[config.mk]
export PLATFORM = sky130hd
export DESIGN_NAME = bp_ctrl_unit
export DESIGN_NICKNAME = d
export VERILOG_FILES = /design/src/hw/bp_ctrl_pkg.sv /design/src/hw/bp_ctrl_unit.sv /design/src/hw/bp_range_match.sv
export SDC_FILE = /design/constraint.sdc
export NUM_CORES = 2
export LEC_CHECK = 0
export BUFFER_PORTS_ARGS = -buffer_cell sky130_fd_sc_hd__buf_2
export CAP_MARGIN = 20
export CORE_MARGIN = 2
export CORE_UTILIZATION = 45
export CTS_CLUSTER_DIAMETER = 30
export DETAILED_ROUTE_END_ITERATION = 8
export GPL_TIMING_DRIVEN = 0
export HOLD_SLACK_MARGIN = 0.02
export PLACE_DENSITY = 0.59
export SLEW_MARGIN = 20
export SYNTH_ARGS = -nofsm -noshare
export SYNTH_HDL_FRONTEND = slang
export SYNTH_SLANG_ARGS = --single-unit
[constraint.sdc]
create_clock -name sys_clk -period 4.3 [get_ports sys_clk]
set_clock_uncertainty 0.2 [all_clocks]
set_input_delay 0.86 -clock sys_clk [delete_from_list [all_inputs] [get_ports sys_clk]]
set_output_delay 0.86 -clock sys_clk [all_outputs]
set_load 0.01 [all_outputs]
[src/hw/bp_ctrl_pkg.sv]
// constants, field layout and carrier types of the breakpoint control unit
// How it works
// - mode bit 31 enables breakpoints, reset disabled
// - bit 24 ANDs composite breakpoint groups
// - bit 20 arms data memory breakpoints
// - bit 19 arms program memory breakpoint
// - bit 21 arms instruction address breakpoints
// - bits 27 and 26 arm slave ports
// - bit 25 qualifies breakpoints with user mode
// - bit 17 inverts both slave port matches
// - bits 13 to 16 invert instruction matches
// - bits 11, 12 invert data memory matches
// - bit 10 inverts program memory match
// - bits 7:6 slave port trigger select
// - bits 3:2, 5:4 data memory trigger select
// - bits 1:0 program memory trigger select
// - every control field reads and writes
// - each hit sets its own status flag
`default_nettype none
package bp_ctrl_pkg;
  localparam int ADDR_W = 32;
  localparam int NUM_BP = 9;
  // register byte offsets
  localparam logic [11:0] OFS_CTRL = 12'h000;
  localparam logic [11:0] OFS_STAT = 12'h004;
  localparam logic [11:0] OFS_RANGE = 12'h040;
  localparam logic [11:0] OFS_RANGE_END = 12'h088;
  // control fields
  localparam int CTL_MODE_ON = 31;
  localparam int CTL_SP1_ARM = 27;
  localparam int CTL_SP2_ARM = 26;
  localparam int CTL_USER_QUAL = 25;
  localparam int CTL_COMBINE = 24;
  localparam int CTL_IA_ARM = 21;
  localparam int CTL_DM_ARM = 20;
  localparam int CTL_PM_ARM = 19;
  localparam int CTL_SP_INV = 17;
  localparam int CTL_IA_INV = 13;
  localparam int CTL_DM_INV = 11;
  localparam int CTL_PM_INV = 10;
  localparam int CTL_SP_SEL = 6;
  localparam int CTL_DM2_SEL = 4;
  localparam int CTL_DM1_SEL = 2;
  localparam int CTL_PM_SEL = 0;
  localparam logic [31:0] CTRL_RW_MASK = 32'h8F3B_FCFF;
  localparam logic [31:0] CTRL_RESET = 32'h0000_0000;
  // status flag positions, entry order pm, dm1, dm2, ia1..ia4, sp1, sp2
  localparam int STAT_POS [NUM_BP] = '{0, 1, 2, 3, 4, 5, 6, 7, 16};
  localparam logic [31:0] RANGE_RESET = 32'h0000_0000;
  // axi responses
  localparam logic [1:0] RESP_OKAY = 2'b00;
  localparam logic [1:0] RESP_SLVERR = 2'b10;
  // trigger select encodings
  typedef enum logic [1:0] {TRIG_OFF, TRIG_READ, TRIG_WRITE, TRIG_ANY} trig_sel_t;
  typedef struct packed {
    logic [ADDR_W-1:0] addr;
    logic valid;
    logic write;
  } mem_access_t;
endpackage
`default_nettype wire

[src/hw/bp_ctrl_unit.sv]
// breakpoint control unit with axi4-lite register slave
`default_nettype none
module bp_ctrl_unit #(
  parameter int NUM_BP = bp_ctrl_pkg::NUM_BP
) (
  // clock and reset
  input wire logic sys_clk,
  input wire logic rstn,
  // axi4-lite write address and data
  input wire logic [31:0] s_axi_awaddr,
  input wire logic s_axi_awvalid,
  output logic s_axi_awready,
  input wire logic [31:0] s_axi_wdata,
  input wire logic [3:0] s_axi_wstrb,
  input wire logic s_axi_wvalid,
  output logic s_axi_wready,
  // axi4-lite write response
  output logic [1:0] s_axi_bresp,
  output logic s_axi_bvalid,
  input wire logic s_axi_bready,
  // axi4-lite read
  input wire logic [31:0] s_axi_araddr,
  input wire logic s_axi_arvalid,
  output logic s_axi_arready,
  output logic [31:0] s_axi_rdata,
  output logic [1:0] s_axi_rresp,
  output logic s_axi_rvalid,
  input wire logic s_axi_rready,
  // core address buses
  input wire bp_ctrl_pkg::mem_access_t instr_access,
  input wire bp_ctrl_pkg::mem_access_t program_memory_data_addr,
  input wire bp_ctrl_pkg::mem_access_t data_memory_data_addr,
  input wire bp_ctrl_pkg::mem_access_t slave_port1_access,
  input wire bp_ctrl_pkg::mem_access_t slave_port2_access,
  input wire logic core_user_mode,
  // breakpoint outputs
  output logic breakpoint_hit,
  output logic [31:0] breakpoint_hit_flags
);
  logic [31:0] breakpoint_control;
  logic [31:0] range_start_reg [NUM_BP];
  logic [31:0] range_end_reg [NUM_BP];
  logic [NUM_BP-1:0] flag_reg;
  logic [NUM_BP-1:0] raw_fire;
  logic [NUM_BP-1:0] fire;
  logic [NUM_BP-1:0] arm;
  logic [NUM_BP-1:0] invert;
  bp_ctrl_pkg::trig_sel_t trig [NUM_BP];
  bp_ctrl_pkg::mem_access_t acc [NUM_BP];
  logic hit_reg;
  logic hit_next;
  logic qualify;
  logic grp_pm;
  logic grp_dm;
  logic grp_ia;
  logic grp_sp;
  logic any_armed;
  logic all_hit;

  // bus side state
  logic [31:0] aw_addr_reg;
  logic aw_full_reg;
  logic [31:0] w_data_reg;
  logic [3:0] w_strb_reg;
  logic w_full_reg;
  logic bvalid_reg;
  logic [1:0] bresp_reg;
  logic rvalid_reg;
  logic [31:0] rdata_reg;
  logic [1:0] rresp_reg;
  logic do_write;
  logic [31:0] wr_mask;
  logic [31:0] stat_clear;

  // control field fan-out to the comparators
  always_comb
  begin
    acc[0] = program_memory_data_addr;
    acc[1] = data_memory_data_addr;
    acc[2] = data_memory_data_addr;
    acc[7] = slave_port1_access;
    acc[8] = slave_port2_access;
    arm[0] = breakpoint_control[bp_ctrl_pkg::CTL_PM_ARM];
    arm[1] = breakpoint_control[bp_ctrl_pkg::CTL_DM_ARM];
    arm[2] = breakpoint_control[bp_ctrl_pkg::CTL_DM_ARM];
    arm[7] = breakpoint_control[bp_ctrl_pkg::CTL_SP1_ARM];
    arm[8] = breakpoint_control[bp_ctrl_pkg::CTL_SP2_ARM];
    invert[0] = breakpoint_control[bp_ctrl_pkg::CTL_PM_INV];
    invert[1] = breakpoint_control[bp_ctrl_pkg::CTL_DM_INV];
    invert[2] = breakpoint_control[bp_ctrl_pkg::CTL_DM_INV + 1];
    invert[7] = breakpoint_control[bp_ctrl_pkg::CTL_SP_INV];
    invert[8] = breakpoint_control[bp_ctrl_pkg::CTL_SP_INV];
    trig[0] = bp_ctrl_pkg::trig_sel_t'(breakpoint_control[bp_ctrl_pkg::CTL_PM_SEL +: 2]);
    trig[1] = bp_ctrl_pkg::trig_sel_t'(breakpoint_control[bp_ctrl_pkg::CTL_DM1_SEL +: 2]);
    trig[2] = bp_ctrl_pkg::trig_sel_t'(breakpoint_control[bp_ctrl_pkg::CTL_DM2_SEL +: 2]);
    trig[7] = bp_ctrl_pkg::trig_sel_t'(breakpoint_control[bp_ctrl_pkg::CTL_SP_SEL +: 2]);
    trig[8] = bp_ctrl_pkg::trig_sel_t'(breakpoint_control[bp_ctrl_pkg::CTL_SP_SEL +: 2]);
    for (int k = 0; k < 4; k++)
    begin
      // instruction fetches have no trigger field: any access counts
      acc[3 + k] = instr_access;
      arm[3 + k] = breakpoint_control[bp_ctrl_pkg::CTL_IA_ARM];
      invert[3 + k] = breakpoint_control[bp_ctrl_pkg::CTL_IA_INV + k];
      trig[3 + k] = bp_ctrl_pkg::TRIG_ANY;
    end
  end

  genvar gi;
  generate
    for (gi = 0; gi < NUM_BP; gi++)
    begin : g_bp
      bp_range_match #(
        .ADDR_W(bp_ctrl_pkg::ADDR_W)
      ) u_match (
        .access(acc[gi]),
        .start_addr(range_start_reg[gi]),
        .end_addr(range_end_reg[gi]),
        .arm(arm[gi]),
        .invert(invert[gi]),
        .trig(trig[gi]),
        .fire(raw_fire[gi])
      );
    end
  endgenerate

  // global gating by mode and user qualifier
  assign qualify = breakpoint_control[bp_ctrl_pkg::CTL_MODE_ON] &&
    (!breakpoint_control[bp_ctrl_pkg::CTL_USER_QUAL] || core_user_mode);
  assign fire = qualify ? raw_fire : '0;

  // composite groups
  assign grp_pm = fire[0];
  assign grp_dm = |fire[2:1];
  assign grp_ia = |fire[6:3];
  assign grp_sp = |fire[8:7];
  assign any_armed = breakpoint_control[bp_ctrl_pkg::CTL_PM_ARM] || breakpoint_control[bp_ctrl_pkg::CTL_DM_ARM] ||
    breakpoint_control[bp_ctrl_pkg::CTL_IA_ARM] || breakpoint_control[bp_ctrl_pkg::CTL_SP1_ARM] ||
    breakpoint_control[bp_ctrl_pkg::CTL_SP2_ARM];
  // an unarmed group must not veto the and of the armed ones
  assign all_hit = any_armed &&
    (grp_pm || !breakpoint_control[bp_ctrl_pkg::CTL_PM_ARM]) &&
    (grp_dm || !breakpoint_control[bp_ctrl_pkg::CTL_DM_ARM]) &&
    (grp_ia || !breakpoint_control[bp_ctrl_pkg::CTL_IA_ARM]) &&
    (grp_sp || !(breakpoint_control[bp_ctrl_pkg::CTL_SP1_ARM] || breakpoint_control[bp_ctrl_pkg::CTL_SP2_ARM]));
  assign hit_next = breakpoint_control[bp_ctrl_pkg::CTL_COMBINE] ? all_hit : (|fire);

  always_ff @(posedge sys_clk or negedge rstn)
  begin
    if (!rstn)
      hit_reg <= 1'b0;
    else
      hit_reg <= hit_next;
  end
  assign breakpoint_hit = hit_reg;

  // axi write side
  assign s_axi_awready = !aw_full_reg && !bvalid_reg;
  assign s_axi_wready = !w_full_reg && !bvalid_reg;
  assign do_write = aw_full_reg && w_full_reg && !bvalid_reg;
  always_comb
  begin
    wr_mask = '0;
    for (int b = 0; b < 4; b++)
      wr_mask[8*b +: 8] = {8{w_strb_reg[b]}};
  end

  always_ff @(posedge sys_clk or negedge rstn)
  begin
    if (!rstn)
    begin
      aw_full_reg <= 1'b0;
      aw_addr_reg <= '0;
    end
    else if (s_axi_awvalid && s_axi_awready)
    begin
      aw_full_reg <= 1'b1;
      aw_addr_reg <= s_axi_awaddr;
    end
    else if (do_write)
      aw_full_reg <= 1'b0;
  end

  always_ff @(posedge sys_clk or negedge rstn)
  begin
    if (!rstn)
    begin
      w_full_reg <= 1'b0;
      w_data_reg <= '0;
      w_strb_reg <= '0;
    end
    else if (s_axi_wvalid && s_axi_wready)
    begin
      w_full_reg <= 1'b1;
      w_data_reg <= s_axi_wdata;
      w_strb_reg <= s_axi_wstrb;
    end
    else if (do_write)
      w_full_reg <= 1'b0;
  end

  always_ff @(posedge sys_clk or negedge rstn)
  begin
    if (!rstn)
    begin
      bvalid_reg <= 1'b0;
      bresp_reg <= bp_ctrl_pkg::RESP_OKAY;
    end
    else if (do_write)
    begin
      bvalid_reg <= 1'b1;
      if (aw_addr_reg[11:0] == bp_ctrl_pkg::OFS_CTRL || aw_addr_reg[11:0] == bp_ctrl_pkg::OFS_STAT ||
          (aw_addr_reg[11:0] >= bp_ctrl_pkg::OFS_RANGE && aw_addr_reg[11:0] < bp_ctrl_pkg::OFS_RANGE_END))
        bresp_reg <= bp_ctrl_pkg::RESP_OKAY;
      else
        bresp_reg <= bp_ctrl_pkg::RESP_SLVERR;
    end
    else if (s_axi_bready)
      bvalid_reg <= 1'b0;
  end
  assign s_axi_bvalid = bvalid_reg;
  assign s_axi_bresp = bresp_reg;

  // control register, reserved bits 30:28, 23:22, 18 and 9:8 stay zero
  always_ff @(posedge sys_clk or negedge rstn)
  begin
    if (!rstn)
      breakpoint_control <= bp_ctrl_pkg::CTRL_RESET;
    else if (do_write && aw_addr_reg[11:0] == bp_ctrl_pkg::OFS_CTRL)
      breakpoint_control <= ((breakpoint_control & ~wr_mask) | (w_data_reg & wr_mask)) &
        bp_ctrl_pkg::CTRL_RW_MASK;
  end

  // range registers: start at even word, end at odd word
  generate
    for (gi = 0; gi < NUM_BP; gi++)
    begin : g_range
      localparam logic [11:0] START_OFS = 12'(bp_ctrl_pkg::OFS_RANGE + 8 * gi);
      always_ff @(posedge sys_clk or negedge rstn)
      begin
        if (!rstn)
        begin
          range_start_reg[gi] <= bp_ctrl_pkg::RANGE_RESET;
          range_end_reg[gi] <= bp_ctrl_pkg::RANGE_RESET;
        end
        else if (do_write && aw_addr_reg[11:0] == START_OFS)
          range_start_reg[gi] <= (range_start_reg[gi] & ~wr_mask) | (w_data_reg & wr_mask);
        else if (do_write && aw_addr_reg[11:0] == START_OFS + 12'h004)
          range_end_reg[gi] <= (range_end_reg[gi] & ~wr_mask) | (w_data_reg & wr_mask);
      end
    end
  endgenerate

  // hit flags: write one to clear, a new hit in the same cycle wins
  assign stat_clear = (do_write && aw_addr_reg[11:0] == bp_ctrl_pkg::OFS_STAT) ? (w_data_reg & wr_mask) : '0;
  generate
    for (gi = 0; gi < NUM_BP; gi++)
    begin : g_flag
      always_ff @(posedge sys_clk or negedge rstn)
      begin
        if (!rstn)
          flag_reg[gi] <= 1'b0;
        else if (fire[gi])
          flag_reg[gi] <= 1'b1;
        else if (stat_clear[bp_ctrl_pkg::STAT_POS[gi]])
          flag_reg[gi] <= 1'b0;
      end
    end
  endgenerate

  always_comb
  begin
    breakpoint_hit_flags = '0;
    for (int i = 0; i < NUM_BP; i++)
      breakpoint_hit_flags[bp_ctrl_pkg::STAT_POS[i]] = flag_reg[i];
  end

  // axi read side, one cycle from address to data
  assign s_axi_arready = !rvalid_reg;
  always_ff @(posedge sys_clk or negedge rstn)
  begin
    if (!rstn)
    begin
      rvalid_reg <= 1'b0;
      rdata_reg <= '0;
      rresp_reg <= bp_ctrl_pkg::RESP_OKAY;
    end
    else if (s_axi_arvalid && s_axi_arready)
    begin
      rvalid_reg <= 1'b1;
      rresp_reg <= bp_ctrl_pkg::RESP_OKAY;
      if (s_axi_araddr[11:0] == bp_ctrl_pkg::OFS_CTRL)
        rdata_reg <= breakpoint_control;
      else if (s_axi_araddr[11:0] == bp_ctrl_pkg::OFS_STAT)
        rdata_reg <= breakpoint_hit_flags;
      else if (s_axi_araddr[11:0] >= bp_ctrl_pkg::OFS_RANGE && s_axi_araddr[11:0] < bp_ctrl_pkg::OFS_RANGE_END)
        rdata_reg <= s_axi_araddr[2] ? range_end_reg[4'(s_axi_araddr[11:3] - 9'(bp_ctrl_pkg::OFS_RANGE >> 3))] :
          range_start_reg[4'(s_axi_araddr[11:3] - 9'(bp_ctrl_pkg::OFS_RANGE >> 3))];
      else
      begin
        rdata_reg <= '0;
        rresp_reg <= bp_ctrl_pkg::RESP_SLVERR;
      end
    end
    else if (s_axi_rready)
      rvalid_reg <= 1'b0;
  end
  assign s_axi_rvalid = rvalid_reg;
  assign s_axi_rdata = rdata_reg;
  assign s_axi_rresp = rresp_reg;

  // checks
  chk_mode_off_quiet: assert property (@(posedge sys_clk) disable iff (!rstn)
    !breakpoint_control[bp_ctrl_pkg::CTL_MODE_ON] |=> !breakpoint_hit)
    else $error("hit while breakpoint mode off");
  chk_combine_and: assert property (@(posedge sys_clk) disable iff (!rstn)
    (breakpoint_control[bp_ctrl_pkg::CTL_COMBINE] && breakpoint_control[bp_ctrl_pkg::CTL_IA_ARM] && !grp_ia)
    |=> !breakpoint_hit)
    else $error("combined hit without instruction group");
  chk_dmem_arm: assert property (@(posedge sys_clk) disable iff (!rstn)
    (!breakpoint_control[bp_ctrl_pkg::CTL_DM_ARM] && !flag_reg[1]) |=> !flag_reg[1])
    else $error("dmem flag set while unarmed");
  chk_pmem_arm: assert property (@(posedge sys_clk) disable iff (!rstn)
    (!breakpoint_control[bp_ctrl_pkg::CTL_PM_ARM] && !flag_reg[0]) |=> !flag_reg[0])
    else $error("pmem flag set while unarmed");
  chk_instr_arm: assert property (@(posedge sys_clk) disable iff (!rstn)
    (!breakpoint_control[bp_ctrl_pkg::CTL_IA_ARM] && flag_reg[6:3] == 4'h0) |=> flag_reg[6:3] == 4'h0)
    else $error("instr flag set while unarmed");
  chk_user_qual: assert property (@(posedge sys_clk) disable iff (!rstn)
    (breakpoint_control[bp_ctrl_pkg::CTL_USER_QUAL] && !core_user_mode) |=> !breakpoint_hit)
    else $error("hit outside user mode");
  chk_flag_sticky: assert property (@(posedge sys_clk) disable iff (!rstn)
    (flag_reg[0] && !stat_clear[bp_ctrl_pkg::STAT_POS[0]]) |=> flag_reg[0])
    else $error("hit flag dropped without clear");
  chk_hit_follows: assert property (@(posedge sys_clk) disable iff (!rstn)
    (fire[8] && !breakpoint_control[bp_ctrl_pkg::CTL_COMBINE]) |=> breakpoint_hit && flag_reg[8])
    else $error("slave port hit not reported");
  chk_ctrl_write: assert property (@(posedge sys_clk) disable iff (!rstn)
    (do_write && aw_addr_reg[11:0] == bp_ctrl_pkg::OFS_CTRL && w_strb_reg == 4'hF)
    |=> breakpoint_control == ($past(w_data_reg) & bp_ctrl_pkg::CTRL_RW_MASK))
    else $error("control write not stored");
endmodule
`default_nettype wire

[src/hw/bp_range_match.sv]
// one address breakpoint comparator
`default_nettype none
module bp_range_match #(
  parameter int ADDR_W = 32
) (
  // monitored access
  input wire bp_ctrl_pkg::mem_access_t access,
  // configuration
  input wire logic [ADDR_W-1:0] start_addr,
  input wire logic [ADDR_W-1:0] end_addr,
  input wire logic arm,
  input wire logic invert,
  input wire bp_ctrl_pkg::trig_sel_t trig,
  // result
  output logic fire
);
  logic in_range;
  logic type_ok;
  assign in_range = (access.addr >= start_addr) && (access.addr <= end_addr);
  always_comb
  begin
    case (trig)
      bp_ctrl_pkg::TRIG_READ: type_ok = !access.write;
      bp_ctrl_pkg::TRIG_WRITE: type_ok = access.write;
      bp_ctrl_pkg::TRIG_ANY: type_ok = 1'b1;
      default: type_ok = 1'b0;
    endcase
  end
  // inversion applies to the range only, never to arming or access type
  assign fire = access.valid && arm && type_ok && (in_range ^ invert);
endmodule
`default_nettype wire

==> results by group <==
Drt
  • Detailed Route WL: 165000 um
  • Violation count after the first detailed-route iteration: 2788
  • Detailed-route DRC error count: 0
  • Vias per cell: 5.724
  • Vias post-DR: 36320
  • Total iterations of the first detailed-routing run: 6
  • Antenna Nets Post-Route: 0
  • Routed len/inst: 26.01 um

Pwr
  • Sequential cell fraction of total power: 27.8%
  • Proportion of power drawn by the clock network: 56.1%
  • Reported leakage power: 26.07 nW
  • Switching part of the total power: 29.62%
  • IR drop worst, VDD: 0.3676 mV
  • Combinational share of power: 16.1%
  • Net switching power: 7.672 mW
  • Internal power of the cells: 18.23 mW
  • PwrDens: 460.9 nW/um^2
  • Total power: 25.90 mW

Layout
  • Final instance area: 56200 um^2
  • Final #Nets: 5664
  • Synth-to-Final Area Change: 22.17%
  • Layout cell share with drive strength beyond 1: 28.60%

Floorplanning
  • Die H: 323.7 um
  • Initial standard-cell utilization of the core: 45.28%
  • Area inside the core boundary: 101600 um^2
  • Ports placed on the boundary: 352
  • Floorplan row count: 117
  • Die area: 104800 um^2
  • Die width: 323.7 um

GRT
  • Initial antenna violation count: 26
  • Tot GR Track Use: 31.50%
  • Via count of the first global-routing pass: 35960
  • Remaining global-route overflow: 0
  • Maximum number of pins on one net before global-route repair: 89
  • Global-route wire length before repair: 237700 um

Place
  • Cell Area, Placed: 49550 um^2
  • Detailed Place HPWL: 133400 um
  • Count of port buffers added during placement: 282
  • Final weighted congestion of routability-driven global placement: 0.9851

STA
  • Share of the clock period used by the worst path: 96.63%
  • Highest attainable clock frequency: 240.7 MHz
  • Minimum hold slack: 0.06435 ns
  • Final hold violations: 0
  • Worst relative slew slack: 18.22%
  • Pin slew with the least headroom to its limit: 1.216 ns
  • RSZ-0062 raised after global routing: no
  • Period minus WS final: 4.155 ns
  • Final setup violating endpoints: 0
  • Max Slew Vio Count: 0

Setup path
  • Arrival time reported for the critical path endpoint: 4.59 ns
  • Maximum fanout along the worst path: 3
  • Required time at the worst-slack endpoint: 4.73 ns
  • Startpoint-to-endpoint class of the critical path: reg2reg
  • Nature of the critical path startpoint: register
  • CP Capture Type: register

Clocking
  • CTS tree: done
  • Clock Root Buffer: sky130_fd_sc_hd__clkbuf_16
  • CTS max path bufs: 3
  • H-tree levels: 4
  • Clock Sinks: 696
  • Clock-pin slew reported for the worst setup and hold paths after clock tree synthesis: 0.05 ns
  • Number of buffers added by the clock tree synthesis step: 179
  • Clock latency reported for the late side of the worst-skew pair: 0.77 ns

Job
  • Number of max-capacitance violations reported: 0

Synthesis
  • Gate count of the mapped netlist: 4309
  • Most common flop cell mapped by yosys: sky130_fd_sc_hd__dfrtp_1
  • Number of enable-type register cells in the synthesized netlist: 0
  • Mapped Area: 46000 um^2
  • Flops & latches, synth: 696
  • Yosys warning count: 0
  • Ys async rst share: 100.0%
  • Post-synthesis sequential area ratio: 37.86%
  • Post-Syn Area per Cell: 10.67 um^2
  • Post-synth cell types: 71

Run status
  • Status: finished, final reports clean

Worst hold path
  • Hold WC Path Type: in2reg
path summary, 6_finish.rpt:
check	from	depth (start not counted)	slack (ns)	to
max in group asynchronous	rstn	6	1.67	async pin
min in group asynchronous	rstn	2	0.35	async pin
setup / recovery	register	12	0.14	breakpoint_hit
hold reg to reg	s_axi_rdata[27]	2	0.27	s_axi_rdata[27]
setup reg to reg	register	12	0.14	breakpoint_hit
hold / removal	s_axi_bready	2	0.06	s_axi_bvalid
routing by layer:
metal  vias to the layer above  global-route usage (%)  share of wire (%)
li1                      16570                       -                  -
met2                      1317                   48.60                 45
met1                     18080                   42.64                 44
met3                       349                   5.994                6.8
met5                         -                       0              0.022
met4                         6                   15.08                4.9
power by group through the flow:
| stage | clock [mW] | sequential [mW] | combinational, mW |
|---|---|---|---|
| floorplan | 0 | 7.18 | 2.11 |
| global placement | 0 | 7.26 | 3.97 |
| detailed placement | 0 | 7.27 | 4.06 |
| CTS | 14.6 | 7.18 | 4.09 |
| global route | 15.0 | 7.23 | 4.49 |
| finish | 14.5 | 7.19 | 4.17 |
cell usage after synthesis, types with 11 or more instances:
library cell	instances	share of area [%]
sky130_fd_sc_hd__buf_2	20	0.22
sky130_fd_sc_hd__nand2_1	253	2.1
sky130_fd_sc_hd__a2111oi_0	13	0.25
sky130_fd_sc_hd__a22oi_1	52	0.85
sky130_fd_sc_hd__o31ai_1	12	0.20
sky130_fd_sc_hd__mux2i_1	104	2.3
sky130_fd_sc_hd__dfrtp_1	696	38
sky130_fd_sc_hd__a22o_1	20	0.38
sky130_fd_sc_hd__ha_1	576	16
sky130_fd_sc_hd__a211oi_1	32	0.52
sky130_fd_sc_hd__o21a_1	11	0.18
sky130_fd_sc_hd__nor2b_1	14	0.19
sky130_fd_sc_hd__buf_1	16	0.13
sky130_fd_sc_hd__o211ai_1	15	0.24
sky130_fd_sc_hd__nand2b_1	65	0.88
sky130_fd_sc_hd__inv_1	590	4.8
sky130_fd_sc_hd__a221oi_1	33	0.63
sky130_fd_sc_hd__nand3_1	100	1.1
sky130_fd_sc_hd__nor2_1	67	0.55
sky130_fd_sc_hd__nor4_1	17	0.23
sky130_fd_sc_hd__nor3_1	22	0.24
sky130_fd_sc_hd__buf_4	30	0.49
sky130_fd_sc_hd__clkbuf_1	119	0.97
sky130_fd_sc_hd__a21oi_1	271	2.9
sky130_fd_sc_hd__mux4_2	79	3.9
sky130_fd_sc_hd__o21ai_0	128	1.4
sky130_fd_sc_hd__nand4_1	99	1.3
sky130_fd_sc_hd__and4_1	18	0.34
sky130_fd_sc_hd__mux2_2	666	16
sky130_fd_sc_hd__a21o_1	60	0.98
cell families (layout without fill, tap and decap cells):
| logic type | after synthesis | in the layout | synth area share (%) |
|---|---|---|---|
| other | 1 | 41 | 0.008153 |
| multiplexers | 849 | 849 | 22.44 |
| flip-flops | 696 | 696 | 37.86 |
| adder cells (fa/ha/maj) | 576 | 576 | 15.67 |
| AO/OA/AOI/OAI | 707 | 707 | 9.695 |
| buffers and inverters | 776 | 1405 | 6.632 |
| XOR/XNOR | 5 | 5 | 0.09520 |
| AND/OR/NAND/NOR | 699 | 699 | 7.603 |
metrics by stage:
stage	setup slack [ns]	cells	util, %	setup TNS, ns
6_report	0.1450	6346	55.31	0
3_5_place_dp	-0.8900	5996	48.77	-3.729
3_3_place_gp	-13.46	5983	48.44	-9273.42
2_1_floorplan	0.9117	4333	-	0
4_1_cts	0.02662	6330	55.27	0
5_1_grt	0.002912	6337	55.29	0
final cells by class:
| type | instances | area, um^2 |
|---|---|---|
| fillers | 8869 | 45400 |
| multi-input cells | 2861 | 25690 |
| flip-flops and latches | 696 | 17420 |
| clock buffers | 234 | 4996 |
| inverters | 591 | 2218 |
| repair buffers | 296 | 1723 |
| well taps | 1368 | 1712 |
| clock inverters | 99 | 1570 |
| plain buffers | 185 | 832.0 |
| diodes | 16 | 40.04 |
worst max-delay path, stage by stage (launching register included):
cell	delay (ns)
sky130_fd_sc_hd__dfrtp_1	0.36
sky130_fd_sc_hd__inv_1	0.06
sky130_fd_sc_hd__ha_1	0.31
sky130_fd_sc_hd__nand4_1	0.20
sky130_fd_sc_hd__or4_1	0.70
sky130_fd_sc_hd__nor4_1	0.25
sky130_fd_sc_hd__o22ai_1	0.24
sky130_fd_sc_hd__a211oi_2	0.49
sky130_fd_sc_hd__xnor2_1	0.25
sky130_fd_sc_hd__a21oi_1	0.11
sky130_fd_sc_hd__nor3_1	0.48
sky130_fd_sc_hd__a31oi_1	0.15
sky130_fd_sc_hd__a31o_1	0.23
layout by cell type, fill, tap and decap left out, types with 128 or more instances in the layout:
cell type                   Yosys  final
sky130_fd_sc_hd__nand2_1      253    253
sky130_fd_sc_hd__dfrtp_1      696    696
sky130_fd_sc_hd__clkbuf_16      0    179
sky130_fd_sc_hd__mux2_2       666    666
sky130_fd_sc_hd__a21oi_1      271    271
sky130_fd_sc_hd__clkbuf_1     119    143
sky130_fd_sc_hd__inv_1        590    590
sky130_fd_sc_hd__ha_1         576    576
sky130_fd_sc_hd__buf_2         20    301
sky130_fd_sc_hd__o21ai_0      128    128
repair_timing:
item | 4_1_cts | 5_1_grt
resized for setup | 4 | 2
hold endpoints to repair | 30 | 0
endpoints found under the setup margin | 2 | 1
hold buffers | 1 | 0
buffers inserted | 0 | 0
No activity file was read; power rests on OpenSTA's default activity.
